## src/hw/slot_sense_cfg.svh

```systemverilog
`ifndef SLOT_SENSE_CFG_SVH
`define SLOT_SENSE_CFG_SVH

// slot configuration pin codes
`define SLOT_CFG_WIDTH      4
`define SLOT_CFG_NO_GLUE    4'hF
`define SLOT_CFG_ONE_PAR    4'h9
`define SLOT_CFG_TWO_PAR    4'hA

// synchroniser depth
`define SYNC_STAGES         2

// bus mode codes
`define BUS_MODE_PCI33      3'h0
`define BUS_MODE_PCI66      3'h1
`define BUS_MODE_PCIX66     3'h2
`define BUS_MODE_PCIX133    3'h3
`define BUS_MODE_WIDTH      3

`endif

```

## src/hw/slot_sense_pkg.sv

```systemverilog
package slot_sense_pkg;

  typedef enum logic [3:0] {
    CFG_NONE    = 4'h1,
    CFG_NO_GLUE = 4'h2,
    CFG_ONE_PAR = 4'h4,
    CFG_TWO_PAR = 4'h8
  } cfg_mode_type;

  // raw sense bits of one slot
  typedef struct packed {
    logic latch_n;
    logic speed66;
    logic pcix_cap;
    logic pcix_class;
  } slot_sense_type;

  typedef enum logic [2:0] {
    ST_CONV33 = 3'h1,
    ST_SCAN   = 3'h2,
    ST_RUN    = 3'h4
  } bus_state_type;

endpackage : slot_sense_pkg

```

## src/hw/hot_plug_slot_sense.sv

```systemverilog
// Summary of operation
// - the slot 2 clock switch enable output gates the PCI clock into the second slot.
// - each slot's 66 MHz capable input decides whether its card can run conventional PCI at 66 MHz.
// - a latch sensor input is active low and low means the retention latch is closed.
// - the capability-present input high means the slot's tri-state pin is not grounded, so PCI-X works.
// - the speed class input low means PCI-X 66 MHz only and high means 133 MHz capable.
// - after reset the secondary bus runs conventional PCI at 33 MHz until the slots are examined.
// - firmware scans all slots and, when all cards and the system agree, resets the bus into PCI-X mode.
// - slot 2 clock enable, 66 MHz and latch inputs are used only in two-slot parallel mode.
// - slot 1 latch and capability inputs are used in no-glue, one-slot and two-slot parallel modes.
// - config pins 1111 select no-glue, 1001 one-slot parallel and 1010 two-slot parallel mode.

`timescale 1ns/1ps
`include "slot_sense_cfg.svh"

module hot_plug_slot_sense (
  input  wire logic                        MCLK_I,
  input  wire logic                        RST_N_I,
  input  wire logic [`SLOT_CFG_WIDTH-1:0]  HOTPLUG_SLOT_CONFIG_PINS_I,
  input  wire logic                        SLOT1_SPEED66_CAPABLE_I,
  input  wire logic                        SLOT2_SPEED66_CAPABLE_I,
  input  wire logic                        SLOT1_RETENTION_LATCH_N_I,
  input  wire logic                        SLOT2_RETENTION_LATCH_N_I,
  input  wire logic                        SLOT1_PCIX_CAP_PRESENT_I,
  input  wire logic                        SLOT1_PCIX_SPEED_CLASS_I,
  input  wire logic                        SLOT2_PCIX_CAP_PRESENT_I,
  input  wire logic                        SLOT2_PCIX_SPEED_CLASS_I,
  input  wire logic                        SLOT2_CLOCK_REQ_I,
  input  wire logic                        SCAN_START_I,
  input  wire logic                        SYSTEM_PCIX_OK_I,
  input  wire logic                        SYSTEM_133_OK_I,
  output logic                             SLOT2_CLOCK_SWITCH_ENABLE_O,
  output logic                             HOTPLUG_ENABLED_O,
  output logic [1:0]                       SLOT_COUNT_O,
  output logic [1:0]                       SLOT_LATCH_CLOSED_O,
  output logic [1:0]                       SLOT_SPEED66_O,
  output logic [1:0]                       SLOT_PCIX_O,
  output logic [1:0]                       SLOT_PCIX133_O,
  output logic [1:0]                       LATCH_CHANGE_O,
  output logic [`BUS_MODE_WIDTH-1:0]       BUS_MODE_O,
  output logic                             BUS_RESET_O
);

  // ----------------------------------------
  // input synchronisation
  // ----------------------------------------
  localparam int NSENSE = 12;

  logic [NSENSE-1:0] raw_in;
  logic [NSENSE-1:0] sync_in;

  assign raw_in = {HOTPLUG_SLOT_CONFIG_PINS_I,
                   SLOT2_PCIX_SPEED_CLASS_I, SLOT2_PCIX_CAP_PRESENT_I,
                   SLOT2_SPEED66_CAPABLE_I, SLOT2_RETENTION_LATCH_N_I,
                   SLOT1_PCIX_SPEED_CLASS_I, SLOT1_PCIX_CAP_PRESENT_I,
                   SLOT1_SPEED66_CAPABLE_I, SLOT1_RETENTION_LATCH_N_I};

  sense_sync #(
    .WIDTH  (NSENSE),
    .STAGES (`SYNC_STAGES)
  ) u_sync (
    .clk_i   (MCLK_I),
    .rst_n_i (RST_N_I),
    .async_i (raw_in),
    .sync_o  (sync_in)
  );

  // ----------------------------------------
  // configuration decode
  // ----------------------------------------
  wire [`SLOT_CFG_WIDTH-1:0]   cfg_pins = sync_in[11:8];
  slot_sense_pkg::slot_sense_type s1_raw;
  slot_sense_pkg::slot_sense_type s2_raw;
  slot_sense_pkg::cfg_mode_type   cfg_mode;

  assign s1_raw = slot_sense_pkg::slot_sense_type'({sync_in[0], sync_in[1], sync_in[2], sync_in[3]});
  assign s2_raw = slot_sense_pkg::slot_sense_type'({sync_in[4], sync_in[5], sync_in[6], sync_in[7]});

  assign cfg_mode = (cfg_pins == `SLOT_CFG_NO_GLUE) ? slot_sense_pkg::CFG_NO_GLUE :
                    (cfg_pins == `SLOT_CFG_ONE_PAR) ? slot_sense_pkg::CFG_ONE_PAR :
                    (cfg_pins == `SLOT_CFG_TWO_PAR) ? slot_sense_pkg::CFG_TWO_PAR :
                                                      slot_sense_pkg::CFG_NONE;

  wire slot1_used = (cfg_mode != slot_sense_pkg::CFG_NONE);
  wire slot2_used = (cfg_mode == slot_sense_pkg::CFG_TWO_PAR);

  // ----------------------------------------
  // per-slot status
  // ----------------------------------------
  slot_sense_pkg::slot_sense_type slot_raw [2];
  logic [1:0] slot_used;
  logic [1:0] latch_closed_d;
  logic [1:0] speed66_d;
  logic [1:0] pcix_d;
  logic [1:0] pcix133_d;
  logic [1:0] latch_closed_q;
  logic [1:0] speed66_q;
  logic [1:0] pcix_q;
  logic [1:0] pcix133_q;
  logic [1:0] latch_change_q;

  assign slot_raw[0] = s1_raw;
  assign slot_raw[1] = s2_raw;
  assign slot_used   = {slot2_used, slot1_used};

  generate
    for (genvar i = 0; i < 2; i++) begin : g_slot
      assign latch_closed_d[i] = slot_used[i] & ~slot_raw[i].latch_n;
      assign speed66_d[i]      = slot_used[i] & slot_raw[i].speed66;
      assign pcix_d[i]         = slot_used[i] & slot_raw[i].pcix_cap;
      assign pcix133_d[i]      = slot_used[i] & slot_raw[i].pcix_cap & slot_raw[i].pcix_class;
    end
  endgenerate

  always_ff @(posedge MCLK_I) begin
    if (!RST_N_I) begin
      latch_closed_q <= 2'h0;
      speed66_q      <= 2'h0;
      pcix_q         <= 2'h0;
      pcix133_q      <= 2'h0;
      latch_change_q <= 2'h0;
    end else begin
      latch_closed_q <= latch_closed_d;
      speed66_q      <= speed66_d;
      pcix_q         <= pcix_d;
      pcix133_q      <= pcix133_d;
      latch_change_q <= latch_closed_d ^ latch_closed_q;
    end
  end

  // ----------------------------------------
  // slot 2 clock isolation switch
  // ----------------------------------------
  logic clk2_en_q;
  wire  clk2_en_d = slot2_used & SLOT2_CLOCK_REQ_I;

  always_ff @(posedge MCLK_I) begin
    if (!RST_N_I) begin
      clk2_en_q <= 1'b0;
    end else begin
      clk2_en_q <= clk2_en_d;
    end
  end

  // ----------------------------------------
  // bus mode after scan
  // ----------------------------------------
  slot_sense_pkg::bus_state_type state_q;
  slot_sense_pkg::bus_state_type state_d;
  logic [`BUS_MODE_WIDTH-1:0]    mode_q;
  logic [`BUS_MODE_WIDTH-1:0]    mode_d;
  logic                          bus_reset_q;

  // a slot counts only when used and its retention latch is closed
  wire [1:0] occupied = latch_closed_q & slot_used;
  wire all_pcix   = &(pcix_q | ~occupied);
  wire all_133    = &(pcix133_q | ~occupied);
  wire all_66     = &(speed66_q | ~occupied);
  wire any_slot   = |occupied;

  wire [`BUS_MODE_WIDTH-1:0] scan_mode =
    !any_slot                           ? `BUS_MODE_PCI33 :
    (all_pcix && SYSTEM_PCIX_OK_I)      ? (all_133 && SYSTEM_133_OK_I ? `BUS_MODE_PCIX133 : `BUS_MODE_PCIX66) :
    all_66                              ? `BUS_MODE_PCI66 :
                                          `BUS_MODE_PCI33;

  always_comb begin
    state_d = state_q;
    mode_d  = mode_q;
    case (state_q)
      slot_sense_pkg::ST_CONV33: begin
        mode_d = `BUS_MODE_PCI33;
        if (SCAN_START_I) begin
          state_d = slot_sense_pkg::ST_SCAN;
        end
      end
      slot_sense_pkg::ST_SCAN: begin
        mode_d  = scan_mode;
        state_d = slot_sense_pkg::ST_RUN;
      end
      slot_sense_pkg::ST_RUN: begin
        if (SCAN_START_I) begin
          state_d = slot_sense_pkg::ST_SCAN;
        end
      end
      default: begin
        state_d = slot_sense_pkg::ST_CONV33;
        mode_d  = `BUS_MODE_PCI33;
      end
    endcase
  end

  always_ff @(posedge MCLK_I) begin
    if (!RST_N_I) begin
      state_q     <= slot_sense_pkg::ST_CONV33;
      mode_q      <= `BUS_MODE_PCI33;
      bus_reset_q <= 1'b0;
    end else begin
      state_q     <= state_d;
      mode_q      <= mode_d;
      bus_reset_q <= (state_q == slot_sense_pkg::ST_SCAN) && (mode_d != mode_q);
    end
  end

  // ----------------------------------------
  // outputs
  // ----------------------------------------
  assign SLOT2_CLOCK_SWITCH_ENABLE_O = clk2_en_q;
  assign HOTPLUG_ENABLED_O           = slot1_used;
  assign SLOT_COUNT_O                = {1'b0, slot1_used} + {1'b0, slot2_used};
  assign SLOT_LATCH_CLOSED_O         = latch_closed_q;
  assign SLOT_SPEED66_O              = speed66_q;
  assign SLOT_PCIX_O                 = pcix_q;
  assign SLOT_PCIX133_O              = pcix133_q;
  assign LATCH_CHANGE_O              = latch_change_q;
  assign BUS_MODE_O                  = mode_q;
  assign BUS_RESET_O                 = bus_reset_q;

endmodule : hot_plug_slot_sense

```

## src/hw/sense_sync.sv

```systemverilog
`timescale 1ns/1ps
`include "slot_sense_cfg.svh"

module sense_sync #(
  parameter int WIDTH  = 4,
  parameter int STAGES = `SYNC_STAGES
) (
  input  wire logic             clk_i,
  input  wire logic             rst_n_i,
  input  wire logic [WIDTH-1:0] async_i,
  output logic      [WIDTH-1:0] sync_o
);

  logic [WIDTH-1:0] stage_q [STAGES];

  // refuse a depth that cannot settle a level
  if (STAGES < 2 || WIDTH < 1) begin : g_bad_params
    $error("sense_sync: bad parameters");
  end

  generate
    for (genvar s = 0; s < STAGES; s++) begin : g_stage
      if (s == 0) begin : g_first
        always_ff @(posedge clk_i) begin
          if (!rst_n_i) begin
            stage_q[0] <= '0;
          end else begin
            stage_q[0] <= async_i;
          end
        end
      end else begin : g_next
        always_ff @(posedge clk_i) begin
          if (!rst_n_i) begin
            stage_q[s] <= '0;
          end else begin
            stage_q[s] <= stage_q[s-1];
          end
        end
      end
    end
  endgenerate

  assign sync_o = stage_q[STAGES-1];

endmodule : sense_sync

```

## config.mk

```make
export PLATFORM = sky130hd
export DESIGN_NAME = hot_plug_slot_sense
export DESIGN_NICKNAME = d
export VERILOG_FILES = /design/src/hw/slot_sense_pkg.sv /design/src/hw/hot_plug_slot_sense.sv /design/src/hw/sense_sync.sv
export VERILOG_INCLUDE_DIRS = /design/src /design/src/hw
export SDC_FILE = /design/constraint.sdc
export NUM_CORES = 1
export LEC_CHECK = 0
export BUFFER_PORTS_ARGS = -buffer_cell sky130_fd_sc_hd__buf_2
export CAP_MARGIN = 5
export CORE_MARGIN = 2
export CORE_UTILIZATION = 45
export CTS_BUF_LIST = sky130_fd_sc_hd__clkbuf_4 sky130_fd_sc_hd__clkbuf_8
export DETAILED_ROUTE_END_ITERATION = 16
export PLACE_DENSITY = 0.79
export REMOVE_ABC_BUFFERS = 1
export SETUP_SLACK_MARGIN = 0.2
export SLEW_MARGIN = 20
export SYNTH_ARGS = -nofsm -noshare
export SYNTH_HDL_FRONTEND = slang
export SYNTH_SLANG_ARGS = --single-unit
export TNS_END_PERCENT = 30
```

## constraint.sdc

```tcl
create_clock -name MCLK_I -period 5.7 [get_ports MCLK_I]
set_clock_uncertainty 0.1 [all_clocks]
set_input_delay 1.14 -clock MCLK_I [delete_from_list [all_inputs] [get_ports MCLK_I]]
set_output_delay 1.14 -clock MCLK_I [all_outputs]
set_load 0.1 [all_outputs]
```

==> Word-level counts from Yosys, hierarchy flattened <==
Memory sizes are Yosys's and may differ from the RTL's.
Index checks and enable logic that the tools add are counted.
{ "word_totals": {"input_bits": 18, "ramBits": 24, "register_bits": 18, "out_inout_bits": 18, "memories": 1, "elab_cells": 62} }
{ "classes": {"n_reduce_logical": 8, "n_eq_ne": 10, "addsub": 1, "n_mux": 14, "bitwise_logic": 19} }
{ "mem_list": {"columns": ["name", "words", "word_bits", "rd", "rd_clocked_by_memory_dff", "write_ports", "line_no", "rtl"], "rows": [
  ["u_sync.stage_q", 2, 12, 2, 0, 2, "sense_sync.sv:14", "logic [WIDTH-1:0] stage_q [STAGES];"]
]} }
{ "op_table": {"columns": ["operator", "n"], "rows": [
  ["$mux 12", 2],
  ["$eq 4x4->1 const B", 4],
  ["$mux 4", 3],
  ["$pmux 3 s2", 2],
  ["$and 1x1->1", 9],
  ["$or 2x2->2", 3],
  ["$reduce_and 2->1", 3],
  ["$mux 1", 4],
  ["$mux 2", 2],
  ["$ne 4x1->1 const B", 1],
  ["$reduce_or 2->1", 2],
  ["$eq 3x1->1 const B", 1],
  ["$eq 3x2->1 const B", 1],
  ["$eq 3x3->1 const B", 1],
  ["$logic_and 1x1->1", 3],
  ["$mux 3", 1],
  ["$ne 3x3->1", 1],
  ["$add 1x1->2", 1],
  ["$and 2x2->2", 1],
  ["$ne 2x1->1 const B", 1],
  ["$not 1->1", 2],
  ["$not 2->2", 1],
  ["$or 1x1->1", 2],
  ["$xor 2x2->2", 1]
]} }

==> Depth between registers and ports, before layout <==
An unclocked memory read counts as a cell.
{ "logic_depth": {"word_depth": 17, "ltp_mapped": 6, "ltp_nobuf": 6} }

==> Modules after synthesis <==
From an unflattened synthesis, not the netlist that was laid out.
{ "unflattened": {"hier_cells": 138, "area_unflattened_um2": 1507.7} }
{ "by_module_without_submodules": {"columns": ["module", "area_each_um2", "cells_per_inst", "instances", "seq_area_each_um2"], "rows": [
  ["hot_plug_slot_sense", 832.0, 88, 1, 360.3],
  ["sense_sync", 675.6, 50, 1, 480.5]
]} }

==> Worst setup path after synthesis <==
Ideal clock, no wire load.
{ "synth_path": {"path_type": "register to output", "start": "mem u_sync.stage_q[1][9] (netlist name)", "end": "out SLOT_COUNT_O[1]", "slack_ns": 1.312, "required_ns": 4.460, "t_arrival_ns": 3.148, "path_stages_with_launch": 4, "n_path_buf": 0, "cell_sequence": "dfxtp_1 and2b_1 o31ai_2 ha_1"} }
{ "synth_rtl": {"columns": ["element", "line_no", "rtl"], "rows": [
  ["start: declaration", "sense_sync.sv:14", null],
  ["end: declaration", "hot_plug_slot_sense.sv:34", "output logic [1:0] SLOT_COUNT_O,"]
]} }

==> results.yml <==
logic_synthesis:
  synth_area_leaders: "dfxtp_1, and2_1, and3_1"
  synth_seq_area_share: 0.571
  ys_ff_latch: 42
  synthCells: 144
  synth.distinct_cells: 34
  ys_warn_count: 0
  avgSynthCellArea_um2: 10.2
  syn_area_mm2: 0.00147
  yosysTopAreaCellShare: 0.571
  synth_top_area_cell: "dfxtp_1"
route:
  drt-total-wl_um: 2470
  drt_first_pass_iters: 4
  vias_per_cell: 4.88
  drc: 0
  wire_per_inst_um: 10.9
  postRouteAntennaNets: 0
  drt-initial-drc-count: 41
  via_count: 1107
setup_path:
  cp_max_fo: 8
  startpoint_type: "flop"
  cp-end-kind: "primary output"
  worstSetupPathType: "flop to primary output"
  crit_arrival_ns: 2.18
  worstPathRequired_ns: 4.46
floorplan:
  num_rows: 20
  initial_core_util: 0.478
  ios: 36
  die_h_um: 61.2
  die_w_um: 61.2
  core_area_mm2: 0.00308
  dieArea_mm2: 0.00375
flow_run:
  maxCapViolCount: 0
global_route:
  antenna_found_initial: 0
  grt_overflow: 0
  met3_usage: 0.0714
  grtUsageTotal: 0.153
  grtUsageMet2: 0.274
  grt_pass1_vias: 1028
  grt_pass1_wl_um: 4070
  globalRoute.busiestLayer: "met2"
  gr-usage-met1: 0.148
  grt_max_degree: 40
finish:
  area_delta_synth_final_pct: 20.2
  final_util: 0.575
  drive_gt1_frac: 0.251
  insertedDiodeCount: 0
  num-nets-final: 201
power_and_ir_drop:
  ir_drop_mv: 0.228
  powerDensity_mw_per_mm2: 294
  leakage_uw: 0.000823
clock_tree:
  cts_max_level: 2
  post_cts_resized: 0
  cts_hold_buf: 0
  clk_pin_slew_ns: 0.11
  cts_tree: "built"
  cts_setup_buffers: 0
  insertion_delay_ns: 0.34
  numCtsBuffers: 5
  root_buffer: "clkbuf_4"
  clkSinkCount: 42
  clockBufferDepth: 2
sta:
  hold_violations: 0
  worst_slew_pin_slew_ns: 0.596
  fin_crit_ns: 3.42
  rsz0062_at_grt: "false"
  post-route-period-util: 0.600
  tns_ns: 0
  finalSetupViolCount: 0
  worst_slew_margin_rel: 0.600
  final_max_slew_viol_count: 0
  fmax_mhz: 292
placement:
  dp_hpwl_um: 1890
  port_buffers: 35
  place.gp.congestion: 0.836
outcome:
  outcome: "completed"
min_path:
  hp-class: "flop to flop"
==> state kept, by name, indices dropped and copies added (netlist names) <==
signal,count
state_q,3
SLOT_PCIX133_O,2
LATCH_CHANGE_O,2
SLOT2_CLOCK_SWITCH_ENABLE_O,1
BUS_MODE_O,3
BUS_RESET_O,1
SLOT_LATCH_CLOSED_O,2
u_sync.stage_q,24
SLOT_PCIX_O,2
SLOT_SPEED66_O,2
==> synthesized netlist by cell type <==
cell type  instances
a21boi_0           1
nor4bb_1           1
xor2_1             1
o32ai_1            1
a211o_1            1
nor4_1             1
or3_1              2
o31ai_2            1
nand3b_1           2
ha_1               1
o221a_2            1
a221oi_1           1
or3_4              1
nor2b_1            3
o21ai_1            1
xnor2_1            1
nor3b_1            1
o21ai_0            7
a21oi_1            2
nand3_1            1
dfxtp_1           42
and4b_1            1
and2b_1            2
o31ai_1            1
o211ai_1           1
and2_1            29
nand2b_1           3
inv_1              5
nand4bb_1          3
nor3_1             2
nor2_1             8
nand2_1            6
and3_1             6
clkbuf_1           4
==> area by class of cell <==
class                           count  area [µm²]
Inverter                            5        18.8
Timing Repair Buffer               35         175
Clock buffer                        6        45.0
Multi-Input combinational cell     93         598
Sequential cell                    42         841
Tap cell                           44        55.1
Fill cell                         279        1310
Clock inverter                      2        37.5
==> power by group <==
| group | switching, µW | internal [µW] |
|---|---|---|
| Sequential | 4.03 | 303 |
| Clock | 88.9 | 97.3 |
| Combinational | 14.0 | 12.8 |
==> layer usage <==
layer | vias to the layer above | share of wire
li1 | 561 | -
met1 | 496 | 0.40
met2 | 39 | 0.51
met3 | 11 | 0.059
met4 | 0 | 0.024
met5 | - | 0
==> critical path, cell delays in order, from the launching register on <==
cell and delay [ns]:
dfxtp_1 0.38, and2b_1 0.23, o31ai_2 0.57, ha_1 0.23, buf_2 0.42
==> final timing paths <==
path	from	slack, ns	depth (start not counted)	end
worst min register to register	u_sync.stage_q[1][0]	0.33	1	SLOT_LATCH_CLOSED_O[0]
worst max-delay path	u_sync.stage_q[1][10]	2.28	4	SLOT_COUNT_O[1]
worst min-delay path	u_sync.stage_q[1][0]	0.33	1	SLOT_LATCH_CLOSED_O[0]
worst max register to register	u_sync.stage_q[1][10]	3.65	6	BUS_RESET_O
==> kinds of logic after synthesis <==
kind of cell / after synthesis / share of synthesized area
XOR/XNOR: 2 / 0.0119
adder cells (fa/ha/maj): 1 / 0.00849
buffers and inverters: 9 / 0.0229
AND/OR/NAND/NOR: 72 / 0.302
flip-flops: 42 / 0.571
AO/OA/AOI/OAI: 18 / 0.0833
==> layout by cell type, fill, tap and decap left out, drive strengths merged, types with 2 or more instances in the layout <==
master	n
a21oi	2
nor2b	3
o31ai	2
dfxtp	42
and3	6
nand4bb	3
clkbuf	6
nand3b	2
nand2	6
nor2	8
inv	5
nor3	2
and2b	2
and2	29
o21ai	8
buf	35
nand2b	3
or3	3
==> stage by stage <==
step | power (µW) | area, µm² | setup slack (ns) | cells | hold WS (ns)
6_report | 520 | 1770 | 2.28 | 227 | 0.327
5_1_grt | 545 | 1770 | 2.15 | 227 | 0.340
4_1_cts | 526 | 1770 | 2.30 | 227 | 0.330
3_5_place_dp | 341 | 1690 | 2.69 | 219 | 0.310
3_3_place_gp | 339 | 1690 | 2.71 | 219 | 0.298
2_1_floorplan | 329 | 1460 | 1.31 | 140 | 0.290
Note: power is estimated with default switching activity, not from simulation.
